**config.mk**
```make
export PLATFORM = sky130hd
export DESIGN_NAME = sgcr_top
export DESIGN_NICKNAME = d
export VERILOG_FILES = /design/src/hdl/sgcr_pkg.sv /design/src/hdl/sgcr_strap.sv /design/src/hdl/sgcr_age.sv /design/src/hdl/sgcr_top.sv
export SDC_FILE = /design/constraint.sdc
export NUM_CORES = 1
export LEC_CHECK = 0
export BUFFER_PORTS_ARGS = -buffer_cell sky130_fd_sc_hd__buf_2
export CAP_MARGIN = 5
export CORE_MARGIN = 2
export CORE_UTILIZATION = 40
export DETAILED_ROUTE_END_ITERATION = 8
export PLACE_DENSITY_LB_ADDON = 0.08
export SLEW_MARGIN = 20
export SYNTH_ARGS = -nofsm -noshare
export SYNTH_HDL_FRONTEND = slang
export SYNTH_SLANG_ARGS = --single-unit
```
**constraint.sdc**
```tcl
create_clock -name pclk -period 2.6 [get_ports pclk]
set_clock_uncertainty 0.05 [all_clocks]
set_input_delay 0.13 -clock pclk [delete_from_list [all_inputs] [get_ports pclk]]
set_output_delay 0.13 -clock pclk [all_outputs]
set_load 0.1 [all_outputs]
```
**src/hdl/sgcr_pkg.sv**
```systemverilog
// Purpose: Constants of the global control register bank.
// Assumes: APB with 32-bit data, one register per aligned word.
// Notes: Register indices are kept; byte address is four times the index.
package sgcr_pkg;
    // ------------------------------------------------------------
    // Register map
    // ------------------------------------------------------------
    localparam int unsigned GCTL_FIRST_IDX = 2;
    localparam int unsigned GCTL_SECOND_IDX = 3;
    localparam logic [7:0] GCTL_FIRST_ADDR = 8'(GCTL_FIRST_IDX * 4);
    localparam logic [7:0] GCTL_SECOND_ADDR = 8'(GCTL_SECOND_IDX * 4);

    // ------------------------------------------------------------
    // First register fields
    // ------------------------------------------------------------
    localparam int unsigned F_MII_EN = 3;
    localparam int unsigned F_BUF_SHARE = 2;
    localparam int unsigned F_DROP_MODE = 1;
    localparam int unsigned F_LINK_AGE = 0;
    localparam logic [7:0] GCTL_FIRST_RST = 8'h44;

    // ------------------------------------------------------------
    // Second register fields
    // ------------------------------------------------------------
    localparam int unsigned F_PASS_ALL = 7;
    localparam int unsigned F_TX_PAUSE_DIS = 5;
    localparam int unsigned F_RX_PAUSE_DIS = 4;
    localparam int unsigned F_LEN_CHECK = 3;
    localparam int unsigned F_AGING_EN = 2;
    localparam int unsigned F_FAST_AGE = 1;
    localparam logic [7:0] GCTL_SECOND_RST = 8'h00;

    // ------------------------------------------------------------
    // Strap order on the sampler
    // ------------------------------------------------------------
    localparam int unsigned STRAP_MII = 0;
    localparam int unsigned STRAP_AGING = 1;
    localparam int unsigned STRAP_PAUSE = 2;
    localparam int unsigned N_STRAPS = 3;

    // ------------------------------------------------------------
    // Timing
    // ------------------------------------------------------------
    localparam int unsigned CLK_PERIOD_NS = 8;
    localparam int unsigned TICK_NS = 1000;
    localparam int unsigned TICK_CYCLES = TICK_NS / CLK_PERIOD_NS;
    localparam int unsigned FAST_AGE_US = 800;
    localparam int unsigned NORMAL_AGE_S = 300;
    localparam int unsigned NORMAL_AGE_US = NORMAL_AGE_S * 1000000;
    localparam int unsigned STRAP_SETTLE = 3;

    // ------------------------------------------------------------
    // Frame classification
    // ------------------------------------------------------------
    localparam logic [15:0] PAUSE_TYPE = 16'h8808;
    localparam logic [47:0] PAUSE_DA = 48'h0180c2000001;
    localparam logic [15:0] LEN_FIELD_LIMIT = 16'h05dc;
    localparam int unsigned BUF_SHARE_DIV = 5;
endpackage

```
**src/hdl/sgcr_strap.sv**
```systemverilog
// Purpose: Synchronise strap pins and load them once after reset.
// Assumes: Pins are static while the chip leaves reset.
// Notes: Load is a one-cycle pulse; later pin changes are ignored.
`timescale 1ns/1ps
module sgcr_strap
    import sgcr_pkg::*;
#(
    parameter int unsigned N = 3
) (
    // Clock and reset
    input wire logic clk,
    input wire logic rst_n,
    // Pins and results
    input wire logic [N-1:0] pins,
    output logic [N-1:0] value_q,
    output logic load_q
);
    logic [N-1:0] s1_q, s2_q, s3_q;
    logic [1:0] settle_q;
    logic done_q;

    // Three flops; only the second and third are compared
    always_ff @(posedge clk or negedge rst_n) begin
        if (!rst_n) begin
            s1_q <= '0;
            s2_q <= '0;
            s3_q <= '0;
        end else begin
            s1_q <= pins;
            s2_q <= s1_q;
            s3_q <= s2_q;
        end
    end

    // Capture once after release, once settled
    always_ff @(posedge clk or negedge rst_n) begin
        if (!rst_n) begin
            settle_q <= '0;
            done_q <= 1'b0;
            load_q <= 1'b0;
            value_q <= '0;
        end else begin
            load_q <= 1'b0;
            if (settle_q != 2'(STRAP_SETTLE)) begin
                settle_q <= settle_q + 2'd1;
            end else if (!done_q && s2_q == s3_q) begin
                done_q <= 1'b1;
                load_q <= 1'b1;
                value_q <= s3_q;
            end
        end
    end
endmodule

```
**src/hdl/sgcr_age.sv**
```systemverilog
// Purpose: Address-table aging period timer, normal and fast.
// Assumes: tick is a one-cycle pulse every microsecond.
// Notes: A link-triggered pass restarts the count at the fast period.
`timescale 1ns/1ps
module sgcr_age
    import sgcr_pkg::*;
#(
    parameter int unsigned CNT_W = 29,
    parameter int unsigned NORMAL_US = NORMAL_AGE_US,
    parameter int unsigned FAST_US = FAST_AGE_US
) (
    // Clock and reset
    input wire logic clk,
    input wire logic rst_n,
    // Control
    input wire logic tick,
    input wire logic aging_en,
    input wire logic fast_en,
    input wire logic link_req,
    // Status
    output logic pass_q,
    output logic pending_q
);
    localparam logic [CNT_W-1:0] NORM_END = CNT_W'(NORMAL_US - 1);
    localparam logic [CNT_W-1:0] FAST_END = CNT_W'(FAST_US - 1);
    logic [CNT_W-1:0] cnt_q;
    logic [CNT_W-1:0] end_cnt;
    logic at_end;

    if (FAST_US < 1 || NORMAL_US < FAST_US || NORMAL_US > 2**CNT_W) begin
        $error("sgcr_age: bad periods");
    end

    // Fast period while fast age is on or a link pass is owed
    assign end_cnt = (fast_en || pending_q) ? FAST_END : NORM_END;
    assign at_end = tick && (cnt_q >= end_cnt);

    // Microsecond counter; a link event restarts it
    always_ff @(posedge clk or negedge rst_n) begin
        if (!rst_n) begin
            cnt_q <= '0;
        end else if (!aging_en || link_req) begin
            cnt_q <= '0;
        end else if (at_end) begin
            cnt_q <= '0;
        end else if (tick) begin
            cnt_q <= cnt_q + CNT_W'(1);
        end
    end

    // Owed link pass; a new request wins over the clear
    always_ff @(posedge clk or negedge rst_n) begin
        if (!rst_n) begin
            pending_q <= 1'b0;
        end else if (link_req && aging_en) begin
            pending_q <= 1'b1;
        end else if (at_end || !aging_en) begin
            pending_q <= 1'b0;
        end
    end

    // One pulse per completed period
    always_ff @(posedge clk or negedge rst_n) begin
        if (!rst_n) begin
            pass_q <= 1'b0;
        end else begin
            pass_q <= aging_en && !link_req && at_end;
        end
    end
endmodule

```
**src/hdl/sgcr_top.sv**
```systemverilog
// Purpose: Global switch control bits on APB and what they steer.
// Assumes: Switch-core inputs share pclk; strap pins are asynchronous.
// Notes: APB stalls until straps are loaded.
//
// Overview of operation
// - First control register sits at index 0x02.
// - Clear PHY MII enable tri-states all MII outputs.
// - Buffer share set (reset) lets a port borrow idle buffers.
// - Buffer share clear limits each port to one fifth of the pool.
// - Drop mode set drops 0x8808 or pause DA; clear drops flow frames.
// - Link age set: link loss starts one fast pass under 800us.
// - After the link pass aging returns to the 300 s period.
// - Pass-all bit 7 forwards every frame including bad ones; resets 0.
// - Transmit pause disable bit 5 overrides negotiated pause.
// - Receive pause disable bit 4 overrides negotiated pause.
// - One strap sets both pause disable bits; software writes each.
// - Length check drops frames whose length field below 1500 mismatches.
// - Aging enable bit 2 turns aging on; reset value from a strap.
// - Fast age enable bit selects the 800us period; resets to 0.
`timescale 1ns/1ps
module sgcr_top
    import sgcr_pkg::*;
#(
    parameter int unsigned N_PORTS = 5,
    parameter int unsigned BUF_W = 10,
    parameter int unsigned BUF_TOTAL = 512,
    parameter int unsigned AGE_CNT_W = 29,
    parameter int unsigned NORMAL_US = NORMAL_AGE_US,
    parameter int unsigned TICK_DIV = TICK_CYCLES
) (
    // Clock and reset
    input wire logic pclk,
    input wire logic presetn,
    // APB slave
    input wire logic psel,
    input wire logic penable,
    input wire logic pwrite,
    input wire logic [7:0] paddr,
    input wire logic [31:0] pwdata,
    input wire logic [3:0] pstrb,
    output logic [31:0] prdata,
    output logic pready,
    output logic pslverr,
    // Strap pins
    input wire logic phy_mii_enable_strap_pin,
    input wire logic aging_enable_strap_pin,
    input wire logic pause_disable_strap_pin,
    // PHY-mode MII port
    output logic mii_out_en_q,
    // Link state and negotiated pause per port
    input wire logic [N_PORTS-1:0] link_up,
    input wire logic [N_PORTS-1:0] an_tx_pause,
    input wire logic [N_PORTS-1:0] an_rx_pause,
    output logic [N_PORTS-1:0] tx_fc_en_q,
    output logic [N_PORTS-1:0] rx_fc_en_q,
    // Received frame classification
    input wire logic frm_valid,
    input wire logic [15:0] frm_type_len,
    input wire logic [47:0] frm_da,
    input wire logic frm_is_flow_ctrl,
    input wire logic [15:0] frm_len_actual,
    input wire logic frm_err,
    output logic frm_done_q,
    output logic frm_forward_q,
    // Buffer admission
    input wire logic buf_req,
    input wire logic [BUF_W-1:0] buf_port_used,
    input wire logic [BUF_W-1:0] buf_pool_free,
    output logic buf_done_q,
    output logic buf_grant_q,
    // Aging
    output logic age_pass_q,
    output logic age_fast_q
);
    // ------------------------------------------------------------
    // Elaboration checks
    // ------------------------------------------------------------
    if (N_PORTS < 1 || BUF_TOTAL < BUF_SHARE_DIV ||
        BUF_TOTAL >= 2**BUF_W || TICK_DIV < 2 || TICK_DIV > 255) begin
        $error("sgcr_top: bad parameters");
    end

    localparam logic [BUF_W-1:0] PORT_LIMIT =
        BUF_W'(BUF_TOTAL / BUF_SHARE_DIV);
    localparam logic [7:0] TICK_END = 8'(TICK_DIV - 1);

    // ------------------------------------------------------------
    // Declarations
    // ------------------------------------------------------------
    logic [7:0] first_q;
    logic [7:0] second_q;
    logic [N_STRAPS-1:0] strap_val;
    logic strap_load;
    logic ready_ok_q;
    logic acc_phase;
    logic wr_go;
    logic hit_first;
    logic hit_second;
    logic [7:0] rd_mux;
    logic [7:0] tick_cnt_q;
    logic tick_q;
    logic [N_PORTS-1:0] link_prev_q;
    logic link_req_q;
    logic age_pass;
    logic age_pending;
    logic is_pause;
    logic len_bad;
    logic drop;

    // ------------------------------------------------------------
    // Strap capture
    // ------------------------------------------------------------
    sgcr_strap #(
        .N(N_STRAPS)
    ) u_strap (
        .clk(pclk),
        .rst_n(presetn),
        .pins({pause_disable_strap_pin, aging_enable_strap_pin,
               phy_mii_enable_strap_pin}),
        .value_q(strap_val),
        .load_q(strap_load)
    );

    // Bus stays stalled until straps are in, so software never races them
    always_ff @(posedge pclk or negedge presetn) begin
        if (!presetn) begin
            ready_ok_q <= 1'b0;
        end else if (strap_load) begin
            ready_ok_q <= 1'b1;
        end
    end

    // ------------------------------------------------------------
    // APB decode
    // ------------------------------------------------------------
    assign acc_phase = psel && penable;
    assign hit_first = (paddr == GCTL_FIRST_ADDR);
    assign hit_second = (paddr == GCTL_SECOND_ADDR);
    assign wr_go = acc_phase && pready && pwrite && pstrb[0] && !pslverr;

    // Read multiplexer; unmapped reads return zero
    always_comb begin
        rd_mux = 8'h00;
        if (hit_first) begin
            rd_mux = first_q;
        end else if (hit_second) begin
            rd_mux = second_q;
        end
    end

    // One wait state: answer in the second access cycle
    always_ff @(posedge pclk or negedge presetn) begin
        if (!presetn) begin
            pready <= 1'b0;
            pslverr <= 1'b0;
            prdata <= 32'h0000_0000;
        end else if (acc_phase && !pready && ready_ok_q) begin
            pready <= 1'b1;
            pslverr <= !(hit_first || hit_second);
            prdata <= {24'h00_0000, rd_mux};
        end else begin
            pready <= 1'b0;
            pslverr <= 1'b0;
        end
    end

    // ------------------------------------------------------------
    // First control register
    // ------------------------------------------------------------
    // Upper nibble is plain storage
    always_ff @(posedge pclk or negedge presetn) begin
        if (!presetn) begin
            first_q <= GCTL_FIRST_RST;
        end else if (strap_load) begin
            first_q[F_MII_EN] <= strap_val[STRAP_MII];
        end else if (wr_go && hit_first) begin
            first_q <= pwdata[7:0];
        end
    end

    // ------------------------------------------------------------
    // Second control register
    // ------------------------------------------------------------
    // One strap feeds both pause bits; writes set each
    always_ff @(posedge pclk or negedge presetn) begin
        if (!presetn) begin
            second_q <= GCTL_SECOND_RST;
        end else if (strap_load) begin
            second_q[F_TX_PAUSE_DIS] <= strap_val[STRAP_PAUSE];
            second_q[F_RX_PAUSE_DIS] <= strap_val[STRAP_PAUSE];
            second_q[F_AGING_EN] <= strap_val[STRAP_AGING];
        end else if (wr_go && hit_second) begin
            second_q <= pwdata[7:0];
        end
    end

    // ------------------------------------------------------------
    // MII isolation
    // ------------------------------------------------------------
    // Output enable of the MII pins
    always_ff @(posedge pclk or negedge presetn) begin
        if (!presetn) begin
            mii_out_en_q <= 1'b0;
        end else begin
            mii_out_en_q <= first_q[F_MII_EN];
        end
    end

    // ------------------------------------------------------------
    // Pause resolution
    // ------------------------------------------------------------
    // Disable bits override whatever negotiation resolved
    always_ff @(posedge pclk or negedge presetn) begin
        if (!presetn) begin
            tx_fc_en_q <= '0;
            rx_fc_en_q <= '0;
        end else begin
            tx_fc_en_q <= an_tx_pause &
                {N_PORTS{!second_q[F_TX_PAUSE_DIS]}};
            rx_fc_en_q <= an_rx_pause &
                {N_PORTS{!second_q[F_RX_PAUSE_DIS]}};
        end
    end

    // ------------------------------------------------------------
    // Frame filter
    // ------------------------------------------------------------
    // Pause match depends on drop mode
    assign is_pause = first_q[F_DROP_MODE] ?
        (frm_type_len == PAUSE_TYPE || frm_da == PAUSE_DA) :
        frm_is_flow_ctrl;
    // Only length-style frames are checked
    assign len_bad = second_q[F_LEN_CHECK] &&
        (frm_type_len < LEN_FIELD_LIMIT) &&
        (frm_type_len != frm_len_actual);
    assign drop = is_pause || len_bad || frm_err;

    // Pass-all is a debug override, so it beats every drop reason
    always_ff @(posedge pclk or negedge presetn) begin
        if (!presetn) begin
            frm_done_q <= 1'b0;
            frm_forward_q <= 1'b0;
        end else begin
            frm_done_q <= frm_valid;
            if (frm_valid) begin
                frm_forward_q <= second_q[F_PASS_ALL] || !drop;
            end
        end
    end

    // ------------------------------------------------------------
    // Buffer admission
    // ------------------------------------------------------------
    // Shared pool ignores the per-port cap; otherwise one fifth
    always_ff @(posedge pclk or negedge presetn) begin
        if (!presetn) begin
            buf_done_q <= 1'b0;
            buf_grant_q <= 1'b0;
        end else begin
            buf_done_q <= buf_req;
            if (buf_req) begin
                if (first_q[F_BUF_SHARE]) begin
                    buf_grant_q <= (buf_pool_free != '0);
                end else begin
                    buf_grant_q <= (buf_pool_free != '0) &&
                        (buf_port_used < PORT_LIMIT);
                end
            end
        end
    end

    // ------------------------------------------------------------
    // Microsecond tick
    // ------------------------------------------------------------
    // Divider gives a one-cycle enable; avoids a 36-bit cycle counter
    always_ff @(posedge pclk or negedge presetn) begin
        if (!presetn) begin
            tick_cnt_q <= 8'h00;
            tick_q <= 1'b0;
        end else if (tick_cnt_q == TICK_END) begin
            tick_cnt_q <= 8'h00;
            tick_q <= 1'b1;
        end else begin
            tick_cnt_q <= tick_cnt_q + 8'h01;
            tick_q <= 1'b0;
        end
    end

    // ------------------------------------------------------------
    // Link-loss detection
    // ------------------------------------------------------------
    // Any port losing link requests one fast pass
    always_ff @(posedge pclk or negedge presetn) begin
        if (!presetn) begin
            link_prev_q <= '0;
            link_req_q <= 1'b0;
        end else begin
            link_prev_q <= link_up;
            link_req_q <= first_q[F_LINK_AGE] &&
                ((link_prev_q & ~link_up) != '0);
        end
    end

    // ------------------------------------------------------------
    // Aging timer
    // ------------------------------------------------------------
    sgcr_age #(
        .CNT_W(AGE_CNT_W),
        .NORMAL_US(NORMAL_US),
        .FAST_US(FAST_AGE_US)
    ) u_age (
        .clk(pclk),
        .rst_n(presetn),
        .tick(tick_q),
        .aging_en(second_q[F_AGING_EN]),
        .fast_en(second_q[F_FAST_AGE]),
        .link_req(link_req_q),
        .pass_q(age_pass),
        .pending_q(age_pending)
    );

    // Registered copies for the switch core
    always_ff @(posedge pclk or negedge presetn) begin
        if (!presetn) begin
            age_pass_q <= 1'b0;
            age_fast_q <= 1'b0;
        end else begin
            age_pass_q <= age_pass;
            age_fast_q <= age_pending || second_q[F_FAST_AGE];
        end
    end
endmodule

```
# After elaboration in Yosys (flattened, before gate mapping)
# Cells that the tools add are included.
[classes]
add_sub_neg = 3
order_cmp = 3
eq_ne = 8
n_mux = 21
bitwise_logic = 6
reduce_logical = 44
[ops]
columns = ["cell", "n"]
rows = [
  ["two-way mux 29 bit", 4],
  ["equality test 48 x 41 -> 1 bit, second input constant", 1],
  ["adder 29 x 1 -> 29 bit, second input constant", 1],
  ["greater-or-equal comparator 29 bit", 1],
  ["two-way mux 8 bit", 3],
  ["logical AND 1 bit", 18],
  ["equality test 16 bit, second input constant", 1],
  ["equality test 8 x 4 -> 1 bit, second input constant", 2],
  ["< comparator 16 x 11 -> 1 bit, second input constant", 1],
  ["!= test 16 bit", 1],
  ["AND 5 bit", 3],
  ["two-way mux 1 bit", 11],
  ["< comparator 10 x 7 -> 1 bit, second input constant", 1],
  ["nonzero test 10 bit", 1],
  ["logical NOT 1 bit", 9],
  ["adder 8 x 1 -> 8 bit, second input constant", 1],
  ["equality test 8 x 7 -> 1 bit, second input constant", 1],
  ["logical OR 1 bit", 8],
  ["two-way mux 6 bit", 1],
  ["AND reduction 2 bit", 3],
  ["nonzero test 2 bit", 3],
  ["inverter 5 bit", 1],
  ["nonzero test 5 bit", 1],
  ["two-way mux 4 bit", 1],
  ["6 further kinds", 7],
]
[totals]
reg_bits = 106
in_bits = 171
out_inout_bits = 51
word_cells = 116

# Logic depth before layout (Yosys ltp)
[logic_depth]
ltp_word = 8
depth_mapped = 12
mapped_depth_nobuf = 10

# Hierarchy
# From an unflattened synthesis, not the netlist that was laid out.
[hier_totals]
hier_cells = 530
hier_area_um2 = 5520.3
[by_module_without_submodules]
columns = ["mod", "n_inst", "cells_each", "area_per_inst_um2", "seq_area_each_um2"]
rows = [
  ["sgcr_top", 1, 262, 2874.0, 1478.9],
  ["sgcr_age", 1, 239, 2122.0, 775.7],
  ["sgcr_strap", 1, 29, 524.3, 400.4],
]

# Worst setup path after synthesis
# No wires, ideal clock.
[synth_path]
kind = "reg-to-reg"
startpoint = "reg u_age.pending_q"
endpoint = "reg u_age.cnt_q[9]"
setup_time_ns = 0.101
arrival_time_ns = 2.599
required_ns = 2.449
slack_ns = -0.150
path_stages_with_launch = 13
n_path_buf = 2
synth_period_minus_slack_ns = 2.750
path_cell_list = "dfrtp_1 or2_2 inv_1 ha_1 and3_1 a221o_1 a221oi_1 or3b_1 and4b_1 buf_6 buf_6 nand3_1 o311ai_2"
[synth_between]
elab_chain_cells = 6
word_cells_on_any_way = 7
cone_classes = "order compare: 1; mux: 3; reduce/logical: 3"
[synth_rtl]
columns = ["element", "line_no", "text"]
rows = [
  ["start, declared", "sgcr_age.sv:22", "output logic pending_q"],
  ["start signal, assigned", "sgcr_age.sv:54", "pending_q <= 1'b0;"],
  ["start signal, assigned", "sgcr_age.sv:56", "pending_q <= 1'b1;"],
  ["start signal, assigned", "sgcr_age.sv:58", "pending_q <= 1'b0;"],
  ["logical OR 1 bit (*)", "sgcr_age.sv:35", "assign end_cnt = (fast_en || pending_q) ? FAST_END : NORM_END;"],
  ["two-way mux 29 bit (*)", "sgcr_age.sv:35", ""],
  ["via u_age.end_cnt[8]", "sgcr_age.sv:27", "logic [CNT_W-1:0] end_cnt;"],
  ["greater-or-equal comparator 29 bit (*)", "sgcr_age.sv:36", "assign at_end = tick && (cnt_q >= end_cnt);"],
  ["logical AND 1 bit (*)", "sgcr_age.sv:36", ""],
  ["two-way mux 29 bit", "sgcr_age.sv:44", "end else if (at_end) begin"],
  ["two-way mux 29 bit", "sgcr_age.sv:42", "end else if (!aging_en || link_req) begin"],
  ["end signal, assigned", "sgcr_age.sv:47", "cnt_q <= cnt_q + CNT_W'(1);"],
  ["end, declared", "sgcr_age.sv:26", "logic [CNT_W-1:0] cnt_q;"],
]
# Mark *: on every way through the listed nets, which the timed path passes. The rest lies on a longest branch.
# A chain may end at the register's enable or synchronous reset.

# Final worst setup path
[layout_path]
startpoint = "reg second_q[1]"
endpoint = "reg u_age.cnt_q[27]"
[layout_between]
elab_chain_cells = 6
word_cells_on_any_way = 7
cone_classes = "order compare: 1; mux: 3; reduce/logical: 3"
[layout_rtl]
columns = ["element", "line_no", "text"]
rows = [
  ["start, declared", "sgcr_top.sv:91", "logic [7:0] second_q;"],
  ["start signal, assigned by index", "sgcr_top.sv:189", "second_q[F_TX_PAUSE_DIS] <= strap_val[STRAP_PAUSE];"],
  ["start signal, assigned by index", "sgcr_top.sv:190", "second_q[F_RX_PAUSE_DIS] <= strap_val[STRAP_PAUSE];"],
  ["start signal, assigned by index", "sgcr_top.sv:191", "second_q[F_AGING_EN] <= strap_val[STRAP_AGING];"],
  ["logical OR 1 bit (*)", "sgcr_age.sv:35", ""],
  ["two-way mux 29 bit (*)", "sgcr_age.sv:35", ""],
  ["via u_age.end_cnt[8]", "sgcr_age.sv:27", ""],
  ["greater-or-equal comparator 29 bit (*)", "sgcr_age.sv:36", ""],
  ["logical AND 1 bit (*)", "sgcr_age.sv:36", ""],
  ["two-way mux 29 bit", "sgcr_age.sv:44", ""],
  ["two-way mux 29 bit", "sgcr_age.sv:42", ""],
]
# Marked as above.

==> results.yml <==
cts:
  root_buffer: "clkbuf_16"
  clock_latency_ps: 360
  numCtsBuffers: 9
  clock_path_buffers: 2
  cts_sinks: 106
  clk_pin_slew_ps: 80
  htreeDepth: 3
  cts_tree: "done"
routing:
  num_vias: 4725
  vias_per_cell: 5.081
  route.detailed.drc: 0
  drt_first_pass_iters: 4
  wl_um: 14510
  drtIter0Drc: 258
  wl_per_cell_um: 15.60
  postRouteAntennaNets: 0
grt:
  grt_util_all_layers_pct: 19.96
  grt.overflow.total: 0
  grt_max_degree: 107
  antenna_found_initial: 0
  grt_pass1_vias: 4718
  grt_pass1_wl_um: 22490
floorplanning:
  dieArea_um2: 14310
  core_um2: 13140
  start_util_pct: 40.70
  std_cell_rows: 42
  die_x_um: 119.6
  fp.dieH_um: 119.6
  pin_count: 222
setup_path:
  slowest_delay_ps: 420
  cp-end-kind: "flip-flop"
  r2r_cells: 9
  rrSetupSlack_ps: -160
  path_class: "reg2reg"
  critPathRequiredTime_ps: 2790
  timing.rr.end: "u_age.cnt_q[27]"
  worst_path_most_repeated_cell: "and3_4"
  crit_chain: "or2_4, ha_4, and3_4, and3_4, a221oi_2, or3b_4, and4b_4, clkbuf_16, a221o_2"
  slowest_stage: "or3b_4"
  cp.arrival_ps: 2950
  r2r_start: "second_q[1]"
  start_kind: "flip-flop"
  critPathMaxFanout: 7
placement:
  portBuffers: 169
  hpwl_um: 10350
  place_congestion: 0.8725
  place_area_um2: 6479
  dp.cells: 877
layout:
  seq_area_um2: 2655
  fin_cells: 930
  drive_gt1_share_pct: 37.27
  multiInputGateArea_um2: 2744
  antenna_cells: 0
  final_cell_area_um2: 7476
  syn_to_final_growth_pct: 39.83
  nFillCells: 1132
  layout.nets: 936
synth:
  yosys_warnings: 0
  yosysSeqAreaShare_pct: 49.66
  yosysUniqueCellTypes: 56
  synth_edf_count: 0
  synthCells: 522
  synthArstFlopShare_pct: 100.0
  synthFlopType: "dfrtp_1"
  yosys_register_bits: 106
  synth_area_um2: 5346
  avgSynthCellArea_um2: 10.24
power:
  ir_worst_vdd_uv: 515.0
  power_density_nw_per_um2: 582.9
  p_leak_nw: 3.511
run:
  cap_violations: 0
sta:
  worst_pin_slew_ps: 776.7
  setup_viol: 27
  fin_crit_ps: 2759
  max_slew_margin_pct: 48.10
  drv_slew: 0
  rsz0062_at_grt: "true"
  max_freq_ghz: 0.3624
  layout_setup_ws_ps: -159.3
  finalHoldViolCount: 0
  min_period_over_period_pct: 106.1
  tns_ps: -2950
min_path:
  hold_depth: 3
  hold_end: "pslverr"
  holdCritStartpoint: "paddr[3]"
  hp-class: "in2reg"
run_status:
  outcome: "finished, violations left"
  violations: "setup timing"
==> power breakdown <==
part | internal, mW | switching (mW)
Sequential | 1.78 | 0.0954
Combinational | 0.272 | 0.859
Clock | 0.679 | 0.673
Total | 2.73 | 1.63
==> cells in the final DEF, fill, tap and decap left out, types with 6 or more instances in the layout <==
cell type / n
conb_1: 24
nand4_1: 9
nand3_1: 25
ha_4: 7
mux2_2: 14
ha_1: 9
o21ai_0: 16
buf_6: 9
a22oi_1: 8
nor2_1: 22
nand2_1: 64
xnor2_1: 6
buf_4: 15
a21oi_1: 16
and3_1: 6
o311ai_2: 10
dlygate4sd3_1: 29
inv_1: 19
buf_2: 168
dfrtp_1: 104
o21ai_1: 9
nor3_1: 8
xor2_1: 20
nor4_1: 15
or3_1: 12
clkbuf_16: 12
nor4b_1: 6
nor2b_1: 12
==> final cells by class <==
type | instances | share of cell area, %
Tap cell | 176 | 2.946
Inverter | 20 | 1.004
Timing Repair Buffer | 228 | 19.93
Multi-Input combinational cell | 384 | 36.70
Sequential cell | 106 | 35.51
Clock buffer | 9 | 3.013
Clock inverter | 7 | 0.8870
==> worst max path at each step <==
stage / startpoint / to / cells after the start
finish: second_q[1] / u_age.cnt_q[27] / 9
global placement: second_q[1] / u_age.cnt_q[18] / 11
detailed placement: second_q[1] / u_age.cnt_q[15] / 11
global route: second_q[1] / u_age.cnt_q[21] / 11
floorplan: second_q[1] / u_age.cnt_q[25] / 10
CTS: u_age.pending_q / u_age.cnt_q[27] / 9
==> kinds of logic after synthesis <==
family                   after synthesis  synth area share (%)
flip-flops                           106                 49.66
AO/OA/AOI/OAI                         85                 10.98
other                                  1               0.07014
adder cells (fa/ha/maj)               16                 3.744
multiplexers                          19                 3.885
XOR/XNOR                              26                 4.259
AND/OR/NAND/NOR                      214                 21.13
buffers and inverters                 55                 6.272
==> what timing repair did <==
item	in CTS	in global routing
buffers inserted	3	0
gates resized for setup	31	26
setup endpoints to repair	28	29
pin swaps	23	11
hold endpoints to repair	138	0
hold buffers	29	0
gates cloned	1	4
==> synthesized netlist by cell type (all sizes together), types with 2 or more instances <==
cell type | count | share of area (%)
and3 | 8 | 0.94
nor3 | 10 | 1.0
nand3 | 33 | 3.2
nand4 | 9 | 1.1
nor2b | 12 | 1.4
a21oi | 18 | 1.8
inv | 20 | 1.4
o22ai | 2 | 0.23
nand2b | 2 | 0.23
and4 | 2 | 0.33
dfrtp | 104 | 49
nand2 | 65 | 4.6
ha | 16 | 3.7
nand4b | 4 | 0.77
mux2 | 14 | 2.9
a22oi | 8 | 1.1
a21o | 4 | 0.56
dfstp | 2 | 0.98
buf | 30 | 4.5
clkbuf | 5 | 0.35
nor4 | 16 | 1.9
a221o | 2 | 0.40
nor3b | 3 | 0.42
and2 | 2 | 0.26
nor2 | 22 | 1.5
o21ai | 26 | 2.4
xnor2 | 6 | 0.98
o311ai | 14 | 2.9
xor2 | 20 | 3.3
a31oi | 4 | 0.47
or2 | 4 | 0.47
mux2i | 5 | 0.94
nor4b | 6 | 0.98
or3 | 12 | 1.4
==> sequential cells by signal (all words and copies together) (netlist names), 5 cells and up <==
| name | count |
|---|---|
| u_age.cnt_q | 29 |
| first_q | 8 |
| prdata | 8 |
| second_q | 8 |
| tick_cnt_q | 8 |
| link_prev_q | 5 |
| rx_fc_en_q | 5 |
| tx_fc_en_q | 5 |
==> critical path, delay by kind of cell, from the launching register on <==
family                     cells  cell delay (ps)
AOI/OAI and AO/OA              2              380
DFF                            1              380
and+or+nand+nor                5             1360
adders and majority gates      1              290
buffers and inverters          1              180
==> routing by layer <==
metal,global-route usage [%],wire length (µm),vias to the layer above
met4,8.382,371,0
met2,34.82,7261,149
li1,-,-,2280
met1,24.15,6111,2268
met3,3.802,764,28
met5,0,0,-
==> stage by stage <==
step | power, mW | worst slack, ps | util (%) | hold WS (ps)
floorplan | 2.701 | -2.319 | - | -215.6
global placement | 2.999 | -108.7 | 49.31 | 189.5
detailed placement | 3.009 | -193.2 | 49.31 | 190.3
CTS | 4.417 | -102.8 | 55.07 | 31.37
global route | 4.560 | -233.2 | 56.90 | 51.20
finish | 4.358 | -159.3 | 56.90 | 43.49
(Power assumes the default switching activity.)
